==> src/verilog/secc_cfg.svh <==
// offsets, field positions, reset values and sizes of the event and error counter block
`ifndef SECC_CFG_SVH
`define SECC_CFG_SVH

// ----------------------------------------
// register offsets (byte addresses)
// ----------------------------------------
`define SECC_LINK_STATUS_LO    16'h0110
`define SECC_LINK_STATUS_HI    16'h0111
`define SECC_APP_CTRL_LO       16'h0120
`define SECC_APP_CTRL_HI       16'h0121
`define SECC_APP_STATUS_LO     16'h0130
`define SECC_APP_STATUS_HI     16'h0131
`define SECC_HS_EXT_CFG_LO     16'h0152
`define SECC_HS_EXT_CFG_HI     16'h0153
`define SECC_NET_EV_MASK       16'h0200
`define SECC_HOST_EV_MASK      16'h0204
`define SECC_NET_EV_REQ        16'h0210
`define SECC_HOST_EV_REQ       16'h0220
`define SECC_RX_ERR_FIRST      16'h0300
`define SECC_FWD_ERR_FIRST     16'h0308
`define SECC_ERR_LAST          16'h030B
`define SECC_WD_PD_STATUS      16'h0440
`define SECC_SYNC_FIRST_STATUS 16'h098E
`define SECC_SYNC_SECOND_STATUS 16'h098F
`define SECC_CH_BASE           16'h0800
`define SECC_CH_LAST           16'h087F
`define SECC_CH_ACT_OFS        3'h6

// ----------------------------------------
// field positions
// ----------------------------------------
`define SECC_NET_LATCH_BIT     0
`define SECC_NET_LINK_BIT      2
`define SECC_NET_APP_BIT       3
`define SECC_NET_CH_LSB        4
`define SECC_HOST_APPCTL_BIT   0
`define SECC_HOST_LATCH_BIT    1
`define SECC_HOST_SYNC_FIRST_BIT  2
`define SECC_HOST_SYNC_SECOND_BIT 3
`define SECC_HOST_ACT_BIT      4
`define SECC_HOST_EEP_BIT      5
`define SECC_HOST_WD_BIT       6
`define SECC_HOST_CH_LSB       8

// ----------------------------------------
// reset values and sizes
// ----------------------------------------
`define SECC_NET_MASK_RST      16'h0000
`define SECC_HOST_MASK_RST     32'h0000_0000
`define SECC_NET_REQ_RST       16'h0000
`define SECC_HOST_REQ_RST      32'h0000_0000
`define SECC_BYTE_ZERO         8'h00
`define SECC_NET_CHANNELS      8
`define SECC_HOST_CHANNELS     16
`define SECC_PORTS             4
`define SECC_CNT_WIDTH         8

`endif

==> src/verilog/secc_pkg.sv <==
// types shared by the event and error counter block
package secc_pkg;
	typedef logic [15:0] secc_addr_type;
	typedef logic [7:0]  secc_byte_type;
	typedef logic [15:0] secc_net_ev_type;
	typedef logic [31:0] secc_host_ev_type;
endpackage

==> src/verilog/secc_event_ctrl.sv <==
// network and host event requests, event masks and per-port error counters
`timescale 1ns/1ps
`include "secc_cfg.svh"

module secc_event_ctrl
#(
	parameter int PORTS = `SECC_PORTS
) (
	input  wire logic                       CLK_SYS_I,
	input  wire logic                       RST_I,
	input  wire secc_pkg::secc_addr_type    NET_ADDR_I,
	input  wire logic                       NET_WR_I,
	input  wire logic                       NET_RD_I,
	input  wire secc_pkg::secc_byte_type    NET_WDATA_I,
	output secc_pkg::secc_byte_type         NET_RDATA_O,
	input  wire secc_pkg::secc_addr_type    HOST_ADDR_I,
	input  wire logic                       HOST_WR_I,
	input  wire logic                       HOST_RD_I,
	input  wire secc_pkg::secc_byte_type    HOST_WDATA_I,
	output secc_pkg::secc_byte_type         HOST_RDATA_O,
	input  wire logic [15:0]                HS_EXT_CFG_I,
	input  wire logic                       EMUL_I,
	input  wire logic [1:0]                 LATCH_CHG_I,
	input  wire logic [1:0]                 LATCH_HOST_CTRL_I,
	input  wire logic                       LATCH_NET_READ_I,
	input  wire logic                       LATCH_HOST_READ_I,
	input  wire logic                       LINK_STATUS_CHG_I,
	input  wire logic                       APP_STATUS_CHG_I,
	input  wire logic [1:0]                 SYNC_MAP_I,
	input  wire logic [1:0]                 SYNC_STATE_I,
	input  wire logic                       CH_ACT_CHG_I,
	input  wire logic                       EEP_CMD_PEND_I,
	input  wire logic                       WD_PD_EXPIRE_I,
	input  wire logic [7:0]                 CH_NET_EVENT_I,
	input  wire logic [15:0]                CH_HOST_IRQ_I,
	input  wire logic [PORTS-1:0]           PORT_EN_I,
	input  wire logic [PORTS-1:0]           INVALID_FRAME_I,
	input  wire logic [PORTS-1:0]           RX_ERR_I,
	input  wire logic [PORTS-1:0]           FWD_ERR_I,
	output secc_pkg::secc_net_ev_type       NET_EVENT_O,
	output logic                            HOST_IRQ_O
);
	import secc_pkg::*;

	// ----------------------------------------
	// state
	// ----------------------------------------
	secc_net_ev_type  net_mask;
	secc_net_ev_type  next_net_mask;
	secc_host_ev_type host_mask;
	secc_host_ev_type next_host_mask;
	secc_net_ev_type  net_req;
	secc_net_ev_type  next_net_req;
	secc_host_ev_type host_req;
	secc_host_ev_type next_host_req;
	secc_byte_type    net_rdata;
	secc_byte_type    next_net_rdata;
	secc_byte_type    host_rdata;
	secc_byte_type    next_host_rdata;
	secc_net_ev_type  net_event;
	secc_net_ev_type  next_net_event;
	logic             host_irq;
	logic             next_host_irq;
	logic [`SECC_CNT_WIDTH-1:0] inv_cnt [PORTS];
	logic [`SECC_CNT_WIDTH-1:0] rxe_cnt [PORTS];
	logic [`SECC_CNT_WIDTH-1:0] fwd_cnt [PORTS];

	// ----------------------------------------
	// access decode
	// ----------------------------------------
	logic net_rd_link;
	logic net_rd_app;
	logic net_wr_appctl;
	logic host_rd_appctl;
	logic host_rd_sync_first;
	logic host_rd_sync_second;
	logic host_rd_act;
	logic host_rd_wd;
	logic cnt_clear;

	assign net_rd_link    = NET_RD_I && (NET_ADDR_I == `SECC_LINK_STATUS_LO
	                        || NET_ADDR_I == `SECC_LINK_STATUS_HI);
	assign net_rd_app     = NET_RD_I && (NET_ADDR_I == `SECC_APP_STATUS_LO
	                        || NET_ADDR_I == `SECC_APP_STATUS_HI);
	assign net_wr_appctl  = NET_WR_I && (NET_ADDR_I == `SECC_APP_CTRL_LO
	                        || NET_ADDR_I == `SECC_APP_CTRL_HI);
	assign host_rd_appctl = HOST_RD_I && (HOST_ADDR_I == `SECC_APP_CTRL_LO
	                        || HOST_ADDR_I == `SECC_APP_CTRL_HI);
	assign host_rd_sync_first  = HOST_RD_I && (HOST_ADDR_I == `SECC_SYNC_FIRST_STATUS);
	assign host_rd_sync_second = HOST_RD_I && (HOST_ADDR_I == `SECC_SYNC_SECOND_STATUS);
	// any channel's activation byte: base + 8*n + 6
	assign host_rd_act   = HOST_RD_I && (HOST_ADDR_I >= `SECC_CH_BASE)
	                       && (HOST_ADDR_I <= `SECC_CH_LAST)
	                       && (HOST_ADDR_I[2:0] == `SECC_CH_ACT_OFS);
	assign host_rd_wd    = HOST_RD_I && (HOST_ADDR_I == `SECC_WD_PD_STATUS);
	// host writes to the counters are dropped, they are read only there
	assign cnt_clear     = NET_WR_I && (NET_ADDR_I >= `SECC_RX_ERR_FIRST)
	                       && (NET_ADDR_I <= `SECC_ERR_LAST);

	// ----------------------------------------
	// read mux, shared by both sides
	// ----------------------------------------
	function automatic secc_byte_type rd_byte(input secc_addr_type a);
		secc_byte_type d;
		int            p;
		d = `SECC_BYTE_ZERO;
		p = 0;
		case (a)
			`SECC_HS_EXT_CFG_LO:      d = HS_EXT_CFG_I[7:0];
			`SECC_HS_EXT_CFG_HI:      d = HS_EXT_CFG_I[15:8];
			`SECC_NET_EV_MASK:        d = net_mask[7:0];
			`SECC_NET_EV_MASK + 16'h1: d = net_mask[15:8];
			`SECC_HOST_EV_MASK:       d = host_mask[7:0];
			`SECC_HOST_EV_MASK + 16'h1: d = host_mask[15:8];
			`SECC_HOST_EV_MASK + 16'h2: d = host_mask[23:16];
			`SECC_HOST_EV_MASK + 16'h3: d = host_mask[31:24];
			`SECC_NET_EV_REQ:         d = net_req[7:0];
			`SECC_NET_EV_REQ + 16'h1: d = net_req[15:8];
			`SECC_HOST_EV_REQ:        d = host_req[7:0];
			`SECC_HOST_EV_REQ + 16'h1: d = host_req[15:8];
			`SECC_HOST_EV_REQ + 16'h2: d = host_req[23:16];
			`SECC_HOST_EV_REQ + 16'h3: d = host_req[31:24];
			default: begin
				if (a >= `SECC_RX_ERR_FIRST && a < `SECC_FWD_ERR_FIRST) begin
					p = int'(a[2:1]);
					d = a[0] ? rxe_cnt[p] : inv_cnt[p];
				end else if (a >= `SECC_FWD_ERR_FIRST && a <= `SECC_ERR_LAST) begin
					p = int'(a[1:0]);
					d = fwd_cnt[p];
				end
			end
		endcase
		return d;
	endfunction

	// ----------------------------------------
	// masks and read data
	// ----------------------------------------
	always_comb begin
		next_net_mask   = net_mask;
		next_host_mask  = host_mask;
		next_net_rdata  = net_rdata;
		next_host_rdata = host_rdata;
		if (NET_WR_I && {NET_ADDR_I[15:1], 1'b0} == `SECC_NET_EV_MASK) begin
			next_net_mask[NET_ADDR_I[0]*8 +: 8] = NET_WDATA_I;
		end
		if (HOST_WR_I && {HOST_ADDR_I[15:2], 2'b00} == `SECC_HOST_EV_MASK) begin
			next_host_mask[HOST_ADDR_I[1:0]*8 +: 8] = HOST_WDATA_I;
		end
		if (NET_RD_I) begin
			next_net_rdata = rd_byte(NET_ADDR_I);
		end
		if (HOST_RD_I) begin
			next_host_rdata = rd_byte(HOST_ADDR_I);
		end
	end

	// ----------------------------------------
	// event requests: set wins over a read clear
	// ----------------------------------------
	always_comb begin
		next_net_req  = `SECC_NET_REQ_RST;
		next_host_req = `SECC_HOST_REQ_RST;
		next_net_req[`SECC_NET_LATCH_BIT] = (|LATCH_CHG_I)
			|| (net_req[`SECC_NET_LATCH_BIT] && !LATCH_NET_READ_I);
		next_net_req[`SECC_NET_LINK_BIT] = LINK_STATUS_CHG_I
			|| (net_req[`SECC_NET_LINK_BIT] && !net_rd_link);
		next_net_req[`SECC_NET_APP_BIT] = APP_STATUS_CHG_I
			|| (net_req[`SECC_NET_APP_BIT] && !net_rd_app);
		next_net_req[`SECC_NET_CH_LSB +: `SECC_NET_CHANNELS] = CH_NET_EVENT_I;
		next_host_req[`SECC_HOST_APPCTL_BIT] = (net_wr_appctl && !EMUL_I)
			|| (host_req[`SECC_HOST_APPCTL_BIT] && !host_rd_appctl);
		next_host_req[`SECC_HOST_LATCH_BIT] = (|(LATCH_CHG_I & LATCH_HOST_CTRL_I))
			|| (host_req[`SECC_HOST_LATCH_BIT] && !LATCH_HOST_READ_I);
		next_host_req[`SECC_HOST_SYNC_FIRST_BIT] = (SYNC_MAP_I[0] && SYNC_STATE_I[0])
			|| (host_req[`SECC_HOST_SYNC_FIRST_BIT] && !host_rd_sync_first);
		next_host_req[`SECC_HOST_SYNC_SECOND_BIT] = (SYNC_MAP_I[1] && SYNC_STATE_I[1])
			|| (host_req[`SECC_HOST_SYNC_SECOND_BIT] && !host_rd_sync_second);
		next_host_req[`SECC_HOST_ACT_BIT] = CH_ACT_CHG_I
			|| (host_req[`SECC_HOST_ACT_BIT] && !host_rd_act);
		// pending state is owned by the command register; ack there drops it
		next_host_req[`SECC_HOST_EEP_BIT] = EEP_CMD_PEND_I;
		next_host_req[`SECC_HOST_WD_BIT] = WD_PD_EXPIRE_I
			|| (host_req[`SECC_HOST_WD_BIT] && !host_rd_wd);
		next_host_req[`SECC_HOST_CH_LSB +: `SECC_HOST_CHANNELS] = CH_HOST_IRQ_I;
		// outputs lag the request by one cycle so they come from flops
		next_net_event = net_req & net_mask;
		next_host_irq  = |(host_req & host_mask);
	end

	always_ff @(posedge CLK_SYS_I) begin
		if (RST_I) begin
			net_mask   <= `SECC_NET_MASK_RST;
			host_mask  <= `SECC_HOST_MASK_RST;
			net_req    <= `SECC_NET_REQ_RST;
			host_req   <= `SECC_HOST_REQ_RST;
			net_rdata  <= `SECC_BYTE_ZERO;
			host_rdata <= `SECC_BYTE_ZERO;
			net_event  <= `SECC_NET_REQ_RST;
			host_irq   <= 1'b0;
		end else begin
			net_mask   <= next_net_mask;
			host_mask  <= next_host_mask;
			net_req    <= next_net_req;
			host_req   <= next_host_req;
			net_rdata  <= next_net_rdata;
			host_rdata <= next_host_rdata;
			net_event  <= next_net_event;
			host_irq   <= next_host_irq;
		end
	end

	assign NET_RDATA_O  = net_rdata;
	assign HOST_RDATA_O = host_rdata;
	assign NET_EVENT_O  = net_event;
	assign HOST_IRQ_O   = host_irq;

	// ----------------------------------------
	// per-port error counters
	// ----------------------------------------
	for (genvar g = 0; g < PORTS; g++) begin : g_port
		secc_sat_cnt #(.WIDTH(`SECC_CNT_WIDTH)) u_inv (
			.CLK_SYS_I (CLK_SYS_I),
			.RST_I     (RST_I),
			.CLEAR_I   (cnt_clear),
			.INC_I     (INVALID_FRAME_I[g] && PORT_EN_I[g]),
			.COUNT_O   (inv_cnt[g])
		);
		secc_sat_cnt #(.WIDTH(`SECC_CNT_WIDTH)) u_rxe (
			.CLK_SYS_I (CLK_SYS_I),
			.RST_I     (RST_I),
			.CLEAR_I   (cnt_clear),
			.INC_I     (RX_ERR_I[g] && PORT_EN_I[g]),
			.COUNT_O   (rxe_cnt[g])
		);
		secc_sat_cnt #(.WIDTH(`SECC_CNT_WIDTH)) u_fwd (
			.CLK_SYS_I (CLK_SYS_I),
			.RST_I     (RST_I),
			.CLEAR_I   (cnt_clear),
			.INC_I     (FWD_ERR_I[g] && PORT_EN_I[g]),
			.COUNT_O   (fwd_cnt[g])
		);
	end

	// ----------------------------------------
	// assertions
	// ----------------------------------------
	property p_net_mask_host_ro;
		@(posedge CLK_SYS_I) disable iff (RST_I)
		(HOST_WR_I && !NET_WR_I) |=> $stable(net_mask);
	endproperty
	a_net_mask_host_ro: assert property (p_net_mask_host_ro)
		else $error("host write changed network mask");

	property p_host_mask_net_ro;
		@(posedge CLK_SYS_I) disable iff (RST_I)
		(NET_WR_I && !HOST_WR_I) |=> $stable(host_mask);
	endproperty
	a_host_mask_net_ro: assert property (p_host_mask_net_ro)
		else $error("network write changed host mask");

	// mask may move in between, so compare against the mask the event was gated with
	property p_latch_set;
		@(posedge CLK_SYS_I) disable iff (RST_I)
		(|LATCH_CHG_I) |=> net_req[`SECC_NET_LATCH_BIT]
			##1 (NET_EVENT_O[0] == $past(net_mask[0]));
	endproperty
	a_latch_set: assert property (p_latch_set)
		else $error("latch change did not raise network bit 0");

	property p_link_clear;
		@(posedge CLK_SYS_I) disable iff (RST_I)
		(net_rd_link && !LINK_STATUS_CHG_I) |=> !net_req[`SECC_NET_LINK_BIT];
	endproperty
	a_link_clear: assert property (p_link_clear)
		else $error("link status read did not clear bit 2");

	property p_app_status_hold;
		@(posedge CLK_SYS_I) disable iff (RST_I)
		APP_STATUS_CHG_I ##1 !net_rd_app |=> net_req[`SECC_NET_APP_BIT];
	endproperty
	a_app_status_hold: assert property (p_app_status_hold)
		else $error("application status event lost before read");

	property p_mirror;
		@(posedge CLK_SYS_I) disable iff (RST_I)
		1'b1 |=> (net_req[11:4] == $past(CH_NET_EVENT_I)) && (net_req[15:12] == 4'h0);
	endproperty
	a_mirror: assert property (p_mirror)
		else $error("channel event mirror wrong");

	// a host read one cycle later may clear the bit, so look only one cycle on
	property p_appctl_set;
		@(posedge CLK_SYS_I) disable iff (RST_I)
		(net_wr_appctl && !EMUL_I) |=> host_req[`SECC_HOST_APPCTL_BIT]
			##1 (HOST_IRQ_O || !$past(host_mask[0]));
	endproperty
	a_appctl_set: assert property (p_appctl_set)
		else $error("control write did not raise host bit 0");

	property p_appctl_emul;
		@(posedge CLK_SYS_I) disable iff (RST_I)
		(net_wr_appctl && EMUL_I && !host_req[`SECC_HOST_APPCTL_BIT]) |=> !host_req[0];
	endproperty
	a_appctl_emul: assert property (p_appctl_emul)
		else $error("control event raised under emulation");

	property p_irq;
		@(posedge CLK_SYS_I) disable iff (RST_I)
		1'b1 |=> HOST_IRQ_O == (|($past(host_req) & $past(host_mask)));
	endproperty
	a_irq: assert property (p_irq)
		else $error("host interrupt does not follow request and mask");

	property p_cnt_sat;
		@(posedge CLK_SYS_I) disable iff (RST_I)
		(inv_cnt[0] == 8'hFF && !cnt_clear) |=> inv_cnt[0] == 8'hFF;
	endproperty
	a_cnt_sat: assert property (p_cnt_sat)
		else $error("invalid frame counter left saturation");

	property p_cnt_disabled;
		@(posedge CLK_SYS_I) disable iff (RST_I)
		(!PORT_EN_I[0] && !cnt_clear) |=> $stable(fwd_cnt[0]) && $stable(rxe_cnt[0]);
	endproperty
	a_cnt_disabled: assert property (p_cnt_disabled)
		else $error("disabled port counter moved");

	property p_cnt_clear;
		@(posedge CLK_SYS_I) disable iff (RST_I)
		cnt_clear |=> (inv_cnt[PORTS-1] == 8'h00) && (fwd_cnt[0] == 8'h00);
	endproperty
	a_cnt_clear: assert property (p_cnt_clear)
		else $error("counter write did not clear all counters");

	c_irq_rise: cover property (@(posedge CLK_SYS_I) disable iff (RST_I) $rose(HOST_IRQ_O));
	c_cnt_sat:  cover property (@(posedge CLK_SYS_I) disable iff (RST_I) inv_cnt[0] == 8'hFF);
	c_link_cycle: cover property (@(posedge CLK_SYS_I) disable iff (RST_I)
		LINK_STATUS_CHG_I ##[1:20] net_rd_link);
endmodule // secc_event_ctrl

==> src/verilog/secc_sat_cnt.sv <==
// saturating event counter with synchronous clear
`timescale 1ns/1ps
module secc_sat_cnt #(
	parameter int WIDTH = 8
) (
	input  wire logic             CLK_SYS_I,
	input  wire logic             RST_I,
	input  wire logic             CLEAR_I,
	input  wire logic             INC_I,
	output logic      [WIDTH-1:0] COUNT_O
);
	logic [WIDTH-1:0] count;
	logic [WIDTH-1:0] next_count;

	// clear beats a coincident increment: software asked for zero
	always_comb begin
		next_count = count;
		if (CLEAR_I) begin
			next_count = '0;
		end else if (INC_I && (count != {WIDTH{1'b1}})) begin
			next_count = count + {{(WIDTH-1){1'b0}}, 1'b1};
		end
	end

	always_ff @(posedge CLK_SYS_I) begin
		if (RST_I) begin
			count <= '0;
		end else begin
			count <= next_count;
		end
	end

	assign COUNT_O = count;
endmodule // secc_sat_cnt
==> config.mk <==
export PLATFORM = sky130hd
export DESIGN_NAME = secc_event_ctrl
export DESIGN_NICKNAME = d
export VERILOG_FILES = /design/src/verilog/secc_pkg.sv /design/src/verilog/secc_event_ctrl.sv /design/src/verilog/secc_sat_cnt.sv
export VERILOG_INCLUDE_DIRS = /design/src /design/src/verilog
export SDC_FILE = /design/constraint.sdc
export NUM_CORES = 1
export LEC_CHECK = 0
export BUFFER_PORTS_ARGS = -buffer_cell sky130_fd_sc_hd__clkbuf_2
export CORE_UTILIZATION = 52
export DETAILED_ROUTE_END_ITERATION = 10
export PLACE_DENSITY_LB_ADDON = 0.3
export RECOVER_POWER = 50
export SETUP_SLACK_MARGIN = 0.5
export SYNTH_ARGS = -nofsm -noshare
export SYNTH_HDL_FRONTEND = slang
export SYNTH_SLANG_ARGS = --single-unit
==> constraint.sdc <==
create_clock -name CLK_SYS_I -period 2.6 [get_ports CLK_SYS_I]
set_input_delay 0.13 -clock CLK_SYS_I [delete_from_list [all_inputs] [get_ports CLK_SYS_I]]
set_output_delay 0.13 -clock CLK_SYS_I [all_outputs]
set_load 0.1 [all_outputs]
==> metrics.cfg <==
[power_and_ir_drop]
power.density_nw_per_um2=513
peakVddDrop_uv=650
finalPower_uw=7380
power_leakage_uw=0.00535

[clock_network]
cts_tree=built
path_clk_slew_ns=0.06
clkLatencyLatePin_ns=0.52
h-tree-depth=1
cts.path.max_buffers=3
cts_buffers=23
cts.sinks=206
cts_root_buf=clkbuf_16

[logic_synthesis]
synth_ff_type=dfxtp_1
netlist.top_cell.by_area=dfxtp_1
ys_ff_latch=206
ys_warn_count=0
synth-async-reset-ratio_pct=0
netlist_instances=1363
yosysSeqAreaShare_pct=34.8
syn_area_um2=11900
synth_edf_count=0
avgSynthCellArea_um2=8.70
synth.area.top_cells=dfxtp_1 35%, mux4_2 9.3%, nor2_1 7.0%
synth_commonest_cells=220 x nor2_1, 206 x dfxtp_1, 135 x nand2_1, 78 x nand3_1, 54 x a21oi_1
synth_top_area_share_pct=34.8
synth_cell_types=80
synth_most_common_cell=nor2_1

[min_path]
hold_depth=3
hold_class=input pin to register
min_to=NET_RDATA_O[2]
min_from=HS_EXT_CFG_I[10]

[worst_setup_path]
r2r_slack_ns=0.56
crit_family=simple AND/OR/NAND/NOR gates
slowest_delay_ns=0.52
cp.arrival_ns=2.42
worst_path_max_delay_cell=clkbuf_1
cp_num_buf_inv=2
r2r_cells=6
cp_max_fo=8
cp.required_ns=2.95
criticalPathCategory=input pin to register
end_kind=register
timing.rr.start=host_mask[0]
r2r_end=HOST_RDATA_O[0]
crit_path_start_kind=input pin
cp_cell_sequence=clkbuf_1 -> or3_1 -> nor2_1 -> nand3_1 -> nor2_2 -> clkbuf_1 -> mux2i_1 -> nor2_1

[drt]
vias=11900
dr.pass1.iters=8
route.detailed.drc=0
ant_nets=0
wl_um=44400
drtIter0Drc=1435
wire_per_inst_um=23.6
viasPerCell=6.35

[grt]
grt_antenna_before_repair=3
grt_pass1_vias=11300
grt_first_pass_wirelength_um=66600
grt_max_degree=66
grt-ovfl-total=0
grt_use_total_pct=37.5

[placed_design]
placed_cells=1775
io_buffers=153
postPlaceCellArea_um2=13000
gp_congestion=1.03
detailed_place_hpwl_um=33800

[layout]
final_nets=1730
postLayoutCellArea_um2=14400
final_cell_count_no_fill=1881
drive_gt1_share_pct=18.6
fill_cells=1896
area.growth.synth_to_final_pct=21.4

[sta]
timing.final.crit_share_pct=79.6
worst_slew_pin_slew_ns=1.42
max_freq_mhz=483
layout_min_cycle_time_ns=2.07
fin_worst_skew_ns=0.0100
hold_viol_final=0
slew_headroom_pct=5.33
rsz0062_at_grt=true
tns_ns=0
final_max_slew_viol_count=0
hold_ws_ns=0.0146
setup_viol=0

[die]
start_util_pct=53.6
ioPinCount=159
die_h_um=153
dieArea_um2=23400
fp.coreArea_um2=22100
die_w_um=153
core.rowCount=54

[status]
outcome=complete, no violations

[flow_run]
drv_cap=0

-- sequential cells by signal, indices dropped and copies added (netlist names) --
register              flops
net_req                  11
HOST_IRQ_O                1
g_port.u_inv.COUNT_O     32
HOST_RDATA_O              8
g_port.u_fwd.COUNT_O     32
host_req                 23
host_mask                32
net_mask                 16
NET_EVENT_O              11
NET_RDATA_O               8
g_port.u_rxe.COUNT_O     32
-- power by group --
group	total, µW	internal [µW]	switching (µW)
clock network	3150	1850	1300
registers	3330	3220	106
logic	908	354	554
total	7380	5430	1960
-- worst max-delay path by stage --
stage / slack [ns] / cells after the start / end / from
6_report: 0.53 / 8 / net_mask[13] / NET_ADDR_I[7]
5_1_grt: 0.47 / 4 / net_req[0] / RST_I
3_3_place_gp: 0.21 / 8 / NET_RDATA_O[5] / NET_ADDR_I[5]
2_1_floorplan: 0.45 / 11 / HOST_RDATA_O[6] / HOST_ADDR_I[0]
4_1_cts: 0.61 / 7 / NET_RDATA_O[5] / net_mask[13]
3_5_place_dp: 0.14 / 8 / NET_RDATA_O[5] / NET_ADDR_I[5]
-- kinds of logic (layout without fill, tap and decap cells) --
kind of cell | after synthesis | count (layout) | share of synthesized area, %
multiplexers | 109 | 109 | 14.7
flip-flops | 206 | 206 | 34.8
adder cells (fa/ha/maj) | 16 | 16 | 1.69
XOR/XNOR | 84 | 84 | 6.21
AO/OA/AOI/OAI | 219 | 219 | 13.0
buffers and inverters | 104 | 337 | 4.21
other | 1 | 6 | 0.0316
AND/OR/NAND/NOR | 624 | 624 | 25.3
-- routing by layer --
| layer | track usage, % | wire length, µm | up-vias |
|---|---|---|---|
| li1 | - | - | 5429 |
| met1 | 51.3 | 18400 | 5697 |
| met2 | 57.2 | 19300 | 721 |
| met3 | 11.4 | 5480 | 90 |
| met4 | 9.91 | 1130 | 4 |
| met5 | 0 | 55 | - |
-- worst min-delay path, stage by stage --
cell      delay [ns]
clkbuf_2        0.13
a21oi_1         0.13
a31oi_1         0.09
-- final cells by class --
| cell class | count | area, µm² | area share (%) |
|---|---|---|---|
| Multi-Input combinational cell | 1057 | 7270 | 50.6 |
| Tap cell | 280 | 350 | 2.44 |
| Inverter | 25 | 104 | 0.722 |
| Clock buffer | 29 | 648 | 4.51 |
| Sequential cell | 206 | 4120 | 28.7 |
| Clock inverter | 8 | 72.6 | 0.504 |
| Antenna cell | 1 | 2.50 | 0.0174 |
| Timing Repair Buffer | 275 | 1810 | 12.6 |
-- metrics by stage --
| stage | worst slack [ns] | util, % |
|---|---|---|
| after CTS | 0.610 | 65.1 |
| after global placement | 0.211 | 59.0 |
| after global routing | 0.471 | 65.1 |
| after detailed placement | 0.141 | 59.0 |
| after floorplan | 0.451 | - |
| final | 0.530 | 65.1 |
-- repair_timing --
item | 4_1_cts | 5_1_grt
setup buffers | 0 | 6
endpoints found under the setup margin | 1 | 11
resized for setup | 1 | 1
hold endpoints to repair | 87 | 0
hold buffers | 62 | 0
pin swaps | 0 | 4
-- placed cells by master, fill, tap and decap left out, types with 5 or more instances in the layout --
cell / n
nor2_1: 220
dfxtp_1: 206
nand2_1: 135
clkbuf_2: 122
nand3_1: 78
dlygate4sd3_1: 62
a21oi_1: 54
buf_4: 54
mux2i_1: 51
xnor2_1: 50
mux4_2: 49
nand4_1: 36
nor2b_1: 35
clkbuf_1: 35
xor2_1: 34
a22oi_1: 34
and3_1: 26
inv_1: 23
clkbuf_16: 23
o21ai_0: 21
nor3_1: 20
nor4_1: 19
o22ai_1: 15
ha_1: 14
a22o_1: 11
a31oi_1: 10
a221oi_1: 10
a32oi_1: 9
o211a_1: 7
mux2_2: 7
nor3b_1: 6
a222oi_1: 6
nor4b_1: 6
or2_2: 5
and4_1: 5
conb_1: 5
clkbuf_8: 5
clkinv_2: 5
No activity file was read; power rests on OpenSTA's default activity.
